<file path="src/rtl/rpm_regs.vh">
// Register offsets, field positions and reset values of the range/power block.
`ifndef RPM_REGS_VH
`define RPM_REGS_VH
`define RPM_ADDR_CFG_ONE 8'h15
`define RPM_ADDR_CFG_TWO 8'h16
`define RPM_ADDR_RATE 8'h17
`define RPM_ADDR_IDLE_LSB 8'h18
`define RPM_ADDR_IDLE_MSB 8'h19
`define RPM_CFG_ONE_RESET 8'h02
`define RPM_CFG_TWO_RESET 8'h00
`define RPM_RATE_RESET 8'h00
`define RPM_IDLE_RESET 8'h00
`define RPM_RANGE_RESET 2'h1
`define RPM_BIT_ACTIVE 0
`define RPM_RANGE_LO 1
`define RPM_RANGE_HI 2
`define RPM_BIT_PIN_CTRL 3
`define RPM_WAKE_POWER_MODE_LO 6
`define RPM_WAKE_POWER_MODE_HI 7
`define RPM_PM_LOW_POWER 2'h0
`define RPM_PM_HIGH_PERF 2'h1
`define RPM_SENS_2G 11'h400
`define RPM_SENS_4G 11'h200
`define RPM_SENS_8G 11'h100
`define RPM_SENS_16G 11'h080
`endif

</file>
<file path="src/rtl/rpm_range_decode.v">
// Decode of the range code into full scale and sensitivity.
`timescale 1ns/1ps
`default_nettype none
module rpm_range_decode (
  // Range code in.
  input wire [1:0] range_select_in,
  // Decoded full scale in g and counts per g.
  output reg [4:0] full_scale_g_out,
  output reg [10:0] counts_per_g_out
);
`include "rpm_regs.vh"

  // Pure table; each range doubles full scale and halves sensitivity.
  always @* begin
    case (range_select_in)
      2'h0: begin
        full_scale_g_out = 5'h02;
        counts_per_g_out = `RPM_SENS_2G;
      end
      2'h1: begin
        full_scale_g_out = 5'h04;
        counts_per_g_out = `RPM_SENS_4G;
      end
      2'h2: begin
        full_scale_g_out = 5'h08;
        counts_per_g_out = `RPM_SENS_8G;
      end
      default: begin
        full_scale_g_out = 5'h10;
        counts_per_g_out = `RPM_SENS_16G;
      end
    endcase
  end
endmodule
`default_nettype wire

</file>
<file path="src/rtl/rpm_config.v">
// Range, active/standby and wake power mode configuration registers.
`timescale 1ns/1ps
`default_nettype none
// Summary of operation
// - The range field picks 2, 4, 8 or 16 g at 1024, 512, 256, 128 counts.
// - After reset the range field holds code 01 for the 4 g range.
// - Active bit clear means standby, set means active measurement.
// - Power-on or soft reset leaves the device in standby.
// - With pin mode control on, the second interrupt pin sets the mode.
// - Wake power mode 00 is low power with rate bits 7:4 as rate code.
// - Wake power mode 01 is high performance with the same rate code.
// - Wake power mode 1x reads the nibble as decimation plus idle time.
// - The second config register resets to zero and is fully writable.
module rpm_config (
  // Clock and synchronous reset.
  input wire ref_clk_in,
  input wire rst_in,
  // Soft reset request, one cycle pulse.
  input wire soft_reset_in,
  // Register port from the serial interface block.
  input wire [7:0] reg_addr_in,
  input wire reg_write_in,
  input wire [7:0] reg_wdata_in,
  output reg [7:0] reg_rdata_out,
  // Second interrupt pin level.
  input wire second_interrupt_pin_in,
  // Measurement control outputs.
  output reg active_out,
  output reg [1:0] range_select_out,
  output reg [4:0] full_scale_g_out,
  output reg [10:0] counts_per_g_out,
  output reg low_power_mode_out,
  output reg high_performance_mode_out,
  output reg flexible_performance_mode_out,
  output reg [3:0] wake_rate_code_out,
  output reg [3:0] wake_decimation_code_out,
  output reg [11:0] wake_idle_time_out
);
`include "rpm_regs.vh"

  // Register state.
  reg [7:0] cfg_one_reg;
  reg [7:0] cfg_one_next;
  reg [7:0] cfg_two_reg;
  reg [7:0] rate_reg;
  reg [7:0] idle_lsb_reg;
  reg [7:0] idle_msb_reg;
  wire pin_ctrl;
  wire eff_active;
  wire [1:0] wake_power_mode;
  wire [4:0] fs_dec;
  wire [10:0] cpg_dec;
  // Shared decode results.
  wire reg_clear;
  wire wr_cfg_one;
  wire wr_cfg_two;
  wire wr_rate;
  wire wr_idle_lsb;
  wire wr_idle_msb;
  wire [2:0] pm_onehot;
  wire [3:0] rate_nibble;

  // True when the register port points at the given offset. The write
  // strobes all share this compare, so a change of offset is made in one
  // place only.
  function addr_hit;
    input [7:0] addr;
    input [7:0] target;
    begin
      addr_hit = (addr == target);
    end
  endfunction

  // One-hot of the wake power mode, ordered flexible, high performance,
  // low power. Codes 10 and 11 both mean flexible, so the upper bit alone
  // decides it and the lower bit is ignored there.
  function [2:0] pm_decode;
    input [1:0] pm;
    begin
      case (pm)
        `RPM_PM_LOW_POWER: begin
          pm_decode = 3'h1;
        end
        `RPM_PM_HIGH_PERF: begin
          pm_decode = 3'h2;
        end
        default: begin
          pm_decode = 3'h4;
        end
      endcase
    end
  endfunction

  // Soft reset clears the same registers as the reset pin. It does not
  // touch the output flops directly; they follow one edge later, which
  // keeps a single path from the registers into the measurement control.
  assign reg_clear = rst_in || soft_reset_in;

  // One write strobe per register. An unmapped offset strobes none, so a
  // stray write is dropped without side effects.
  assign wr_cfg_one = reg_write_in &&
                      addr_hit(reg_addr_in, `RPM_ADDR_CFG_ONE);
  assign wr_cfg_two = reg_write_in &&
                      addr_hit(reg_addr_in, `RPM_ADDR_CFG_TWO);
  assign wr_rate = reg_write_in &&
                   addr_hit(reg_addr_in, `RPM_ADDR_RATE);
  assign wr_idle_lsb = reg_write_in &&
                       addr_hit(reg_addr_in, `RPM_ADDR_IDLE_LSB);
  assign wr_idle_msb = reg_write_in &&
                       addr_hit(reg_addr_in, `RPM_ADDR_IDLE_MSB);

  // Wake mode decode and the rate nibble that the mode steers.
  // The nibble has one meaning per mode; the steering below decides which
  // output carries it, so consumers never have to look at the mode.
  assign pm_onehot = pm_decode(wake_power_mode);
  assign rate_nibble = rate_reg[7:4];

  // Pin control enable as stored in the first config register.
  assign pin_ctrl = cfg_one_reg[`RPM_BIT_PIN_CTRL];
  // Under pin control the pin level alone decides the mode.
  assign eff_active = pin_ctrl ? second_interrupt_pin_in :
                      cfg_one_reg[`RPM_BIT_ACTIVE];
  assign wake_power_mode = cfg_two_reg[`RPM_WAKE_POWER_MODE_HI:`RPM_WAKE_POWER_MODE_LO];

  // Next value of the first config register; the active bit is protected under pin control.
  always @* begin
    cfg_one_next = cfg_one_reg;
    if (wr_cfg_one) begin
      cfg_one_next = reg_wdata_in;
      // Pin control ignores host active writes; the order rules for host
      // are not enforced, so a bad sequence simply takes the written value.
      if (pin_ctrl) begin
        cfg_one_next[`RPM_BIT_ACTIVE] = cfg_one_reg[`RPM_BIT_ACTIVE];
      end
    end
  end

  // Registers; soft reset returns every field to its default.
  always @(posedge ref_clk_in) begin
    if (reg_clear) begin
      cfg_one_reg <= `RPM_CFG_ONE_RESET;
      cfg_two_reg <= `RPM_CFG_TWO_RESET;
      rate_reg <= `RPM_RATE_RESET;
      idle_lsb_reg <= `RPM_IDLE_RESET;
      idle_msb_reg <= `RPM_IDLE_RESET;
    end else begin
      cfg_one_reg <= cfg_one_next;
      // The other registers take the whole byte, except the idle MSB,
      // whose upper nibble is not implemented and reads back as zero.
      if (wr_cfg_two) begin
        cfg_two_reg <= reg_wdata_in;
      end
      if (wr_rate) begin
        rate_reg <= reg_wdata_in;
      end
      if (wr_idle_lsb) begin
        idle_lsb_reg <= reg_wdata_in;
      end
      if (wr_idle_msb) begin
        idle_msb_reg <= {4'h0, reg_wdata_in[3:0]};
      end
    end
  end

  // Read path; the active bit shows the mode actually in force.
  // Under pin control the host thus reads the pin-selected mode, not the
  // stored bit, which stays frozen until pin control is switched off.
  always @* begin
    case (reg_addr_in)
      `RPM_ADDR_CFG_ONE: reg_rdata_out = {cfg_one_reg[7:1], eff_active};
      `RPM_ADDR_CFG_TWO: reg_rdata_out = cfg_two_reg;
      `RPM_ADDR_RATE: reg_rdata_out = rate_reg;
      `RPM_ADDR_IDLE_LSB: reg_rdata_out = idle_lsb_reg;
      `RPM_ADDR_IDLE_MSB: reg_rdata_out = idle_msb_reg;
      default: reg_rdata_out = 8'h00;
    endcase
  end

  rpm_range_decode u_range (
    .range_select_in(cfg_one_reg[`RPM_RANGE_HI:`RPM_RANGE_LO]),
    .full_scale_g_out(fs_dec),
    .counts_per_g_out(cpg_dec)
  );

  // Registered control outputs; the rate nibble is steered by power mode.
  // They trail the registers by one edge, trading a cycle of latency for
  // glitch-free controls into the measurement chain.
  always @(posedge ref_clk_in) begin
    if (rst_in) begin
      active_out <= 1'b0;
      range_select_out <= `RPM_RANGE_RESET;
      full_scale_g_out <= 5'h04;
      counts_per_g_out <= `RPM_SENS_4G;
      low_power_mode_out <= 1'b1;
      high_performance_mode_out <= 1'b0;
      flexible_performance_mode_out <= 1'b0;
      wake_rate_code_out <= 4'h0;
      wake_decimation_code_out <= 4'h0;
      wake_idle_time_out <= 12'h000;
    end else begin
      active_out <= eff_active;
      range_select_out <= cfg_one_reg[`RPM_RANGE_HI:`RPM_RANGE_LO];
      full_scale_g_out <= fs_dec;
      counts_per_g_out <= cpg_dec;
      low_power_mode_out <= pm_onehot[0];
      high_performance_mode_out <= pm_onehot[1];
      flexible_performance_mode_out <= pm_onehot[2];
      // In flexible mode the rate code is held at zero, so a consumer
      // cannot mistake a decimation factor for a rate code.
      if (pm_onehot[2]) begin
        wake_rate_code_out <= 4'h0;
        wake_decimation_code_out <= rate_nibble;
        wake_idle_time_out <= {idle_msb_reg[3:0], idle_lsb_reg};
      end else begin
        wake_rate_code_out <= rate_nibble;
        wake_decimation_code_out <= 4'h0;
        wake_idle_time_out <= 12'h000;
      end
    end
  end
endmodule
`default_nettype wire

</file>
<file path="config.mk">
export PLATFORM = sky130hd
export DESIGN_NAME = rpm_config
export DESIGN_NICKNAME = d
export VERILOG_FILES = /design/src/rtl/rpm_range_decode.v /design/src/rtl/rpm_config.v
export VERILOG_INCLUDE_DIRS = /design/src /design/src/rtl
export SDC_FILE = /design/constraint.sdc
export NUM_CORES = 1
export LEC_CHECK = 0
export ABC_AREA = 1
export BUFFER_PORTS_ARGS = -buffer_cell sky130_fd_sc_hd__buf_4
export CORE_ASPECT_RATIO = 1.2
export CORE_MARGIN = 3
export CORE_UTILIZATION = 47
export CTS_CLUSTER_DIAMETER = 100
export DETAILED_ROUTE_END_ITERATION = 16
export PLACE_DENSITY = 0.74
export SKIP_CTS_REPAIR_TIMING = 1
export SYNTH_ARGS = -nofsm -noshare
export SYNTH_HDL_FRONTEND = slang
export SYNTH_SLANG_ARGS = --single-unit
</file>
<file path="constraint.sdc">
create_clock -name ref_clk_in -period 1 [get_ports ref_clk_in]
set_input_delay 0.15 -clock ref_clk_in [delete_from_list [all_inputs] [get_ports ref_clk_in]]
set_output_delay 0.15 -clock ref_clk_in [all_outputs]
set_load 0.005 [all_outputs]
</file>
======== After elaboration in Yosys (flattened, before gate mapping) ========
Index checks and enable logic that the tools add are counted.
Widths: inputs -> output; s select.
operators by class
  eq/ne operators ......................... 8
  muxes and demuxes ....................... 5
  bitwise operators ....................... 2
  reduce and logical (&&, ||, !) cells .... 11
operators by type and width
  kind                number
  $eq 8x5->1 const B  5
  $pmux 8 s5          1
  $pmux 11 s3         1
  $pmux 5 s3          1
  $pmux 3 s2          1
  $logic_and 1x1->1   5
  $eq 2x1->1 const B  2
  $logic_not 2->1     2
  $reduce_or 2->1     2
  $eq 2x2->1 const B  1
  $not 1->1           2
  $reduce_and 2->1    1
  $logic_or 1x1->1    1
  $mux 1              1
word-level totals
  register bits after elaboration ......... 78
  bits of input ports ..................... 21
  output and inout port bits .............. 50

======== Depth between registers and ports, before layout ========
Gate-level depths: netlist of run 1.
  word-level depth ........................ 4
  mapped depth ............................ 10

======== By module ========
A second synthesis of run 1 with hierarchy kept.
unflattened totals
  cells, all modules ...................... 444
  area, all modules ....................... 3199.3 um2
modules (own cells, without submodules)
  module            cells an instance  area an instance (um2)  times used
  rpm_config        424                3079.2                  1
  rpm_range_decode  20                 120.1                   1

======== Worst setup path after synthesis of run 1 ========
OpenSTA, ideal clock, no wires.
  path kind ............................... in2out
  start ................................... input reg_addr_in[3]
  end ..................................... output reg_rdata_out[0]
  cell stages on the path ................. 6
  buffers on the path ..................... 0
  arrival time ............................ 0.916 ns
  slack ................................... -0.066 ns
  cells stage by stage .................... inv_1 -> nand2_2 -> nor2_1 -> nand2_1 -> or2_2 -> nand2_1
between the ends
  longest elaborated chain between the ends .. 2
  elaborated cells between the ends (all ways) .. 6
ends and longest elaborated chain
  element             RTL line          source
  start: declaration  rpm_config.v:21   input wire [7:0] reg_addr_in,
  $eq 8x5->1          rpm_config.v:169  case (reg_addr_in)
  $pmux 8 s5 *        rpm_config.v:169
  end: declaration    rpm_config.v:24   output reg [7:0] reg_rdata_out,
Every way passes the cells marked *; elsewhere a longest branch is shown, timed or not.

======== Worst setup path after layout of run 1 ========
  start ................................... input reg_addr_in[4]
  end ..................................... output reg_rdata_out[0]
The elaborated chain is that of the path after synthesis.

==> results.cfg, run 1 <==
[synth]
synth_top_area_cell = dfxtp_1
ys_seq_elements = 66
synthFlopType = dfxtp_1
synthAdderAreaFrac_pct = 0
netlist_top_cells_area = dfxtp_1 47%, nand2_1 15%, nor2_1 10%
muxShareOfSynthArea_pct = 0.358
ys_seq_area_share_pct = 47.3
syn_area_um2 = 2790
yosys.area_share.simple_pct = 33.8
synth_top_area_share_pct = 47.3
yosysWarnings = 0
synth-edff-count = 0
ys_types = 26
synth_top_family_by_area = simple AND/OR/NAND/NOR gates
syn_area_per_cell_um2 = 7.02
synth_compound_gate_area_share_pct = 4.21
synth_xor_area_share_pct = 0
ys_async_sr_fraction_pct = 0
synth_cells = 398

[clock_tree]
cts_tree = yes
cts_root_buf = clkbuf_8
cts.clk_slew.worst_paths_ns = 0.07
clock-sinks = 66
insertion_delay_ns = 0.34
clock_path_buffers = 2
cts_max_level = 3
cts_inserted_buffers = 9

[sta]
fmax_mhz = 683
finalMaxSlewViolations = 0
setup_viol = 10
finalHoldViolCount = 0
holdWs_ns = 0.0272
fin_crit_sh_pct = 146
period_minus_slack_ns = 1.46
clock_skew_ns = 0.00581
setup_ws_ns = -0.464
rsz0062_at_grt = true
tns_ns = -2.08

[critical_path]
cp_data_required_time_ns = 0.85
cp_cell_sequence = buf_4 -> nand2_2 -> nor2_4 -> buf_12 -> buf_6 -> nand3_1 -> o21ai_0 -> nor2_1 -> nand2_2 -> buf_6
cp-startpoint = reg_addr_in[4]
critPathSlowestCell = nor2_1
cp_max_fo = 7
cp-start-kind = input pin
cp_data_arrival_time_ns = 1.31
critPathBufInv = 4
crit_path_end = reg_rdata_out[0]
worstReg2RegEnd = active_out
cp_top_family = simple AND/OR/NAND/NOR gates
slowest_delay_ns = 0.22
r2r_start = cfg_one_reg[3]
path_class = in2out
endpoint_kind = primary output
rr_worst_depth = 4
crit_cells = 10
r2r_slack_ns = 0.02

[drt]
ant_nets = 0
drc_errors = 0
avgViaCountPerCell = 4.67
vias = 2665
drt_iter0_drc = 140
drtPass1Iterations = 4
routed_wirelength_um = 7220
wl_per_cell_um = 12.6

[final_layout]
n_antenna_cell = 0
fillerInstances = 481
area_delta_synth_final_pct = 42.8
drive_above_1_share_pct = 36.5
design.final.nets = 507
final_util_pct = 69.9
largest_reg_flops = 12
max_flop_register = wake_idle_time_out

[pwr]
power.leakage_uw = 0.00191
p_int_uw = 4410
pwr-share-clk_pct = 48.3
combPwrFrac_pct = 5.3
swShare_pct = 22.1
peakVddDrop_v = 0.00107
p_switching_uw = 1250
pwr-share-seq_pct = 46.4
powerDensity_nw_per_um2 = 1420

[die]
die_w_um = 76.4
rows = 30
initial_utilization_pct = 48.9
dieArea_um2 = 6910
coreArea_um2 = 5710
die_height_um = 90.4
boundaryPins = 71

[hold_path]
whs_path_depth = 2
hold_class = in2reg
hold_start = rst_in

[grt]
grt_overflow = 0
grt_pass1_wl_um = 10600
grt_max_degree = 37
antenna_found_initial = 0
grt_pass1_vias = 2293
grt_use_total_pct = 19.2

[placement]
gp_routability_congestion = 0.853
port_buffers = 62
place_hpwl_um = 4860

[run_status]
violations = negative setup slack
status = complete, but fails checks

[flow_run]
cap_violations = 0
## worst min path at each step
stage	end	slack, ns
after floorplan	cfg_two_reg[0]	0.28
after global placement	range_select_out[1]	0.38
after detailed placement	active_out	0.37
after CTS	active_out	0.01
after global routing	active_out	0.04
final	active_out	0.03
## placed cells by master, fill, tap and decap left out, types with 5 or more instances in the layout
master     n
a21oi_1    6
buf_4     79
buf_6      8
clkbuf_8   9
conb_1     8
dfxtp_1   61
dfxtp_2    5
inv_1     48
inv_2     10
nand2_1   92
nand2_2   19
nand4_1    5
nor2_1    72
nor2_2    11
nor2_4     6
## worst register-to-register path: stages, from the launching register on
cell     delay, ns
dfxtp_2       0.36
mux2i_4       0.26
buf_4         0.14
buf_4         0.09
nor2_1        0.03
## cells in the mapped netlist (4+ instances only)
master,number
nand4_1,5
nand2_2,4
nor2_2,7
buf_4,12
dfxtp_1,66
nand2_1,113
o21ai_0,10
nand3_1,7
a21oi_1,6
a21boi_0,4
inv_1,60
nor2_1,78
## per-layer routing
metal | routed length (um) | GRT usage (%)
met1 | 2940 | 24.5
met2 | 3700 | 31.7
met3 | 430 | 3.49
met4 | 155 | 8.61
met5 | 0 | 0
## per-stage QoR
stage	setup slack (ns)	total power (uW)	area, um^2	std cells
after floorplan	-0.00501	2830	2860	405
after global placement	-0.337	2940	3420	545
after detailed placement	-0.368	2940	3420	545
after CTS	-0.509	5620	3660	561
after global routing	-0.480	5790	3990	571
final	-0.464	5660	3990	571
## power by group through the flow
stage | clock (uW) | combinational, uW | sequential, uW
5_1_grt | 2840 | 324 | 2630
3_3_place_gp | 0 | 247 | 2690
3_5_place_dp | 0 | 248 | 2690
4_1_cts | 2740 | 249 | 2630
6_report | 2740 | 298 | 2630
2_1_floorplan | 0 | 137 | 2690
## cells by family (layout without fill, tap and decap cells)
logic type             after synthesis  in the layout
muxes                                1              1
buffers and inverters               85            170
other                                1              8
and+or+nand+nor                    224            225
DFF                                 66             66
AOI/OAI and AO/OA                   21             21
## area by class of cell
cell class | instances | area (um^2) | area share (%)
clock buffer | 10 | 128 | 3.20
clock inverter | 6 | 115 | 2.89
inverter | 65 | 294 | 7.37
multi-input combinational | 255 | 1300 | 32.6
sequential | 66 | 1330 | 33.3
tap | 80 | 100 | 2.51
timing repair buffer | 89 | 723 | 18.1
Power figures use the tool's default switching activity.
==> run 2, diff against run 1 <==
- GPL_ROUTABILITY_DRIVEN: not set -> 0
- PLACE_DENSITY: 0.74 -> 0.75
==> run 2 against run 1 <==
  * The run still ends with negative setup slack left
  * Cell count rose by 0.53%
  * Non-clock buffer count is the same
  * Setup slack gained 0.019 ns
  * Total power is 4.0% lower
  * Largest cell class unchanged
  * Combinational power is 1% higher
  * Count of clock-buffer cells in the layout is 1 lower
  * Routed wire length increased by 2.3%
  * Utilization about the same
  * Hold slack better by 0.0048 ns
  * Critical path type is now reg2out
  * Global-route usage fell by 0.065 points
  * Die area is the same
  * Sequential share of layout area increased by 0.052 points
==> results.cfg, run 2 (same netlist as run 1, synthesis figures left out) <==
[run_status]
status = complete, but fails checks
violations = negative setup slack

[pwr]
pwr-share-seq_pct = 48.4
pwr-share-clk_pct = 46.1
p_int_uw = 4170
power.leakage_uw = 0.00195
powerDensity_nw_per_um2 = 1360
peakVddDrop_v = 0.00109
swShare_pct = 23.3
p_switching_uw = 1270
combPwrFrac_pct = 5.6

[die]
dieArea_um2 = 6910
boundaryPins = 71
initial_utilization_pct = 48.9
die_w_um = 76.4
rows = 30
die_height_um = 90.4
coreArea_um2 = 5710

[sta]
clock_skew_ns = 0.00589
period_minus_slack_ns = 1.44
setup_ws_ns = -0.444
rsz0062_at_grt = true
fin_crit_sh_pct = 144
finalMaxSlewViolations = 0
tns_ns = -2.60
fmax_mhz = 692
setup_viol = 8
finalHoldViolCount = 0

[drt]
wl_met3_um = 465
routed.top_layer = met4
ant_nets = 0
route.met2.wl_um = 3800
avgViaCountPerCell = 4.61
met1Wirelength_um = 2980
drc_errors = 0
drtPass1Iterations = 7
routed_wirelength_um = 7390
vias = 2645
wl_per_cell_um = 12.9
drt_iter0_drc = 171

[placement]
pre_cts_ws_ns = -0.396
port_buffers = 62
place_hpwl_um = 4790
place_area_um2 = 3430

[clock_tree]
cts_max_level = 3
insertion_delay_ns = 0.35
cts_tree = yes
cts.clk_slew.worst_paths_ns = 0.07
cts_root_buf = clkbuf_8
clock-sinks = 66
clock_path_buffers = 2
cts_inserted_buffers = 9

[final_layout]
fillerInstances = 473
design.final.nets = 510
mostFrequentLayoutCells = 98 x nand2_1, 78 x buf_4, 68 x nor2_1
fin_area_um2 = 3990
max_flop_register = wake_idle_time_out
largest_reg_flops = 12
final_common_cell = nand2_1
final_util_pct = 69.9
drive_above_1_share_pct = 36.6
n_antenna_cell = 0
area_delta_synth_final_pct = 42.7

[critical_path]
cp_data_required_time_ns = 0.85
cp-startpoint = cfg_one_reg[3]
rr_worst_depth = 4
r2r_start = cfg_one_reg[3]
cp_max_fo = 2
r2r_slack_ns = 0
cp-start-kind = register
endpoint_kind = primary output
path_class = reg2out
cp_data_arrival_time_ns = 1.29
crit_path_end = reg_rdata_out[0]
worstReg2RegEnd = active_out

[grt]
grt_max_degree = 37
grt_pass1_vias = 2235
grt_pass1_wl_um = 10500
grt_overflow = 0
grt_use_total_pct = 19.2
antenna_found_initial = 0

[hold_path]
hold_class = in2reg

[flow_run]
cap_violations = 0
run 2: how the worst min path moves through the flow:
stage / start / end / cells past startpoint
after CTS: rst_in / active_out / 2
after global placement: rst_in / active_out / 2
after detailed placement: rst_in / active_out / 2
after global routing: rst_in / flexible_performance_mode_out / 2
final: rst_in / active_out / 2
after floorplan: reg_wdata_in[0] / cfg_two_reg[0] / 2
run 2: final cells by class:
type | count | area [um^2] | area share, %
flip-flops and latches | 66 | 1330 | 33.3
multi-input cells | 258 | 1330 | 33.3
repair buffers | 89 | 722 | 18.1
inverters | 65 | 285 | 7.16
clock buffers | 9 | 124 | 3.11
clock inverters | 7 | 100 | 2.51
well taps | 80 | 100 | 2.51
run 2: critical path, stage by stage, from the launching register on:
cell and delay (ns):
dfxtp_2 0.35, mux2i_2 0.27, or2_4 0.16, nand2_2 0.05, buf_6 0.11
run 2: power groups by stage:
stage               sequential, uW  clock [uW]  combinational, uW
floorplan                     2690           0                137
global placement              2690           0                250
detailed placement            2690           0                253
CTS                           2630        2520                254
global route                  2630        2650                324
finish                        2630        2500                302
run 2: metrics by stage:
step                hold WS (ns)  std cells  total power [uW]
floorplan                  0.285        405              2830
global placement           0.376        546              2940
detailed placement         0.377        546              2940
CTS                      0.00828        562              5400
global route              0.0243        574              5600
finish                    0.0320        574              5430
run 2: routing by layer:
metal	vias up	GRT usage (%)
met5	-	0
met2	93	31.3
met3	15	6.09
met1	1195	23.6
li1	1342	-
met4	0	7.10
==> run 3, diff against run 2 <==
- REMOVE_ABC_BUFFERS: not set -> 1
==> run 3 against run 2 <==
  * The flow still finishes with violations (negative setup slack)
  * Count of clock-buffer cells in the layout grew 1
  * Routed wire length grew 9.4%
  * Sequential cell count is the same
  * Fmax grew 2.3%
  * Sequential power is essentially flat
  * First-iteration DRC count grew 27%
  * Non-clock buffer count grew 4
  * Final area grew 2.9%
  * Clock skew grew 0.0026 ns
  * Die area is the same
  * Critical path type unchanged
==> results.cfg, run 3 (same netlist as run 1, synthesis figures left out) <==
[run_status]
status = complete, but fails checks
violations = negative setup slack

[final_layout]
drive_above_1_share_pct = 38.5
area_delta_synth_final_pct = 46.9
fillerInstances = 420
multiInputGateArea_um2 = 1360
design.final.nets = 512
mostFrequentLayoutCells = 89 x nand2_1, 76 x buf_4, 69 x nor2_1
fin_area_um2 = 4100
final_common_cell = nand2_1
n_antenna_cell = 0
largest_reg_flops = 12
regArea_um2 = 1330
max_flop_register = wake_idle_time_out

[critical_path]
cp_data_arrival_time_ns = 1.26
path_class = reg2out
cp_top_family = flip-flops
critPathSlowestCell = dfxtp_2
worstReg2RegEnd = active_out
cp-start-kind = register
cp_max_fo = 2
critPathBufInv = 1
r2r_start = cfg_one_reg[3]
slowest_delay_ns = 0.35
endpoint_kind = primary output
r2r_slack_ns = 0.04
crit_cells = 4
cp_cell_sequence = mux2i_2 -> or2_4 -> nand2_2 -> buf_6
rr_worst_depth = 4
cp_data_required_time_ns = 0.85

[hold_path]
hold_start = rst_in
holdPathEnd = flexible_performance_mode_out
hold_class = in2reg
whs_path_depth = 2

[die]
boundaryPins = 71
die_w_um = 76.4
rows = 30
initial_utilization_pct = 48.9
coreArea_um2 = 5710
die_height_um = 90.4
dieArea_um2 = 6910

[pwr]
p_total_uw = 5900
powerDensity_nw_per_um2 = 1440
power.leakage_uw = 0.00194
peakVddDrop_v = 0.000949

[sta]
period_minus_slack_ns = 1.41
finalHoldViolCount = 0
setup_ws_ns = -0.412
rsz0062_at_grt = true
setup_viol = 31
finalMaxSlewViolations = 0
fin_crit_sh_pct = 141
fmax_mhz = 708
clock_skew_ns = 0.00850

[flow_run]
cap_violations = 0

[drt]
vias = 2784
drc_errors = 0
wl_per_cell_um = 14.0
routed_wirelength_um = 8080
avgViaCountPerCell = 4.83
ant_nets = 0
drt_iter0_drc = 217
drtPass1Iterations = 5

[grt]
grt_max_degree = 37
grt_overflow = 0
grt_pass1_wl_um = 10400
grt_pass1_vias = 2344
antenna_found_initial = 0
grt_use_total_pct = 19.0

[clock_tree]
cts_root_buf = clkbuf_8
clock-sinks = 66
cts_inserted_buffers = 9
cts.clk_slew.worst_paths_ns = 0.07
cts_max_level = 3
insertion_delay_ns = 0.35
cts_tree = yes
clock_path_buffers = 2

[placement]
place_area_um2 = 3390
pre_cts_ws_ns = -0.363
place_hpwl_um = 4600
port_buffers = 62
==> run 3: worst max-delay path by stage <==
stage	start	to	slack, ns
floorplan	reg_addr_in[5]	reg_rdata_out[0]	-0.20
global placement	reg_addr_in[5]	rate_reg[7]	-0.32
detailed placement	reg_addr_in[6]	reg_rdata_out[3]	-0.36
CTS	cfg_one_reg[3]	reg_rdata_out[0]	-0.47
global route	cfg_one_reg[3]	reg_rdata_out[0]	-0.47
finish	cfg_one_reg[3]	reg_rdata_out[0]	-0.41
==> run 3: power breakdown <==
group,internal [uW],switching (uW)
Clock,1920,1050
Sequential,2630,0.765
Combinational,117,186
Total,4670,1230
==> run 3: metal layers <==
layer	vias to the layer above	global-route usage, %	part of all wire, %	routed length [um]
li1	1347	-	-	-
met1	1269	21.7	38	3100
met2	134	32.6	49	3990
met3	34	4.39	7.3	589
met4	0	10.4	5.0	405
met5	-	0	0	0
==> run 3: cell type report <==
class	count	share of cell area [%]
flip-flops and latches	66	32.4
clock buffers	10	3.11
clock inverters	6	3.35
well taps	80	2.44
repair buffers	93	19.2
inverters	65	6.53
multi-input cells	256	33.0
==> run 3: stage by stage <==
step                      setup TNS (ns)  instances  util [%]  hold WS [ns]
after floorplan                    -4.92        385         -         0.222
after global placement            -11.97        545      59.3         0.379
after detailed placement          -13.69        545      59.3         0.377
after CTS                          -4.18        561      64.0        0.0185
after global routing               -6.14        576      71.9        0.0421
final                              -3.64        576      71.9        0.0410
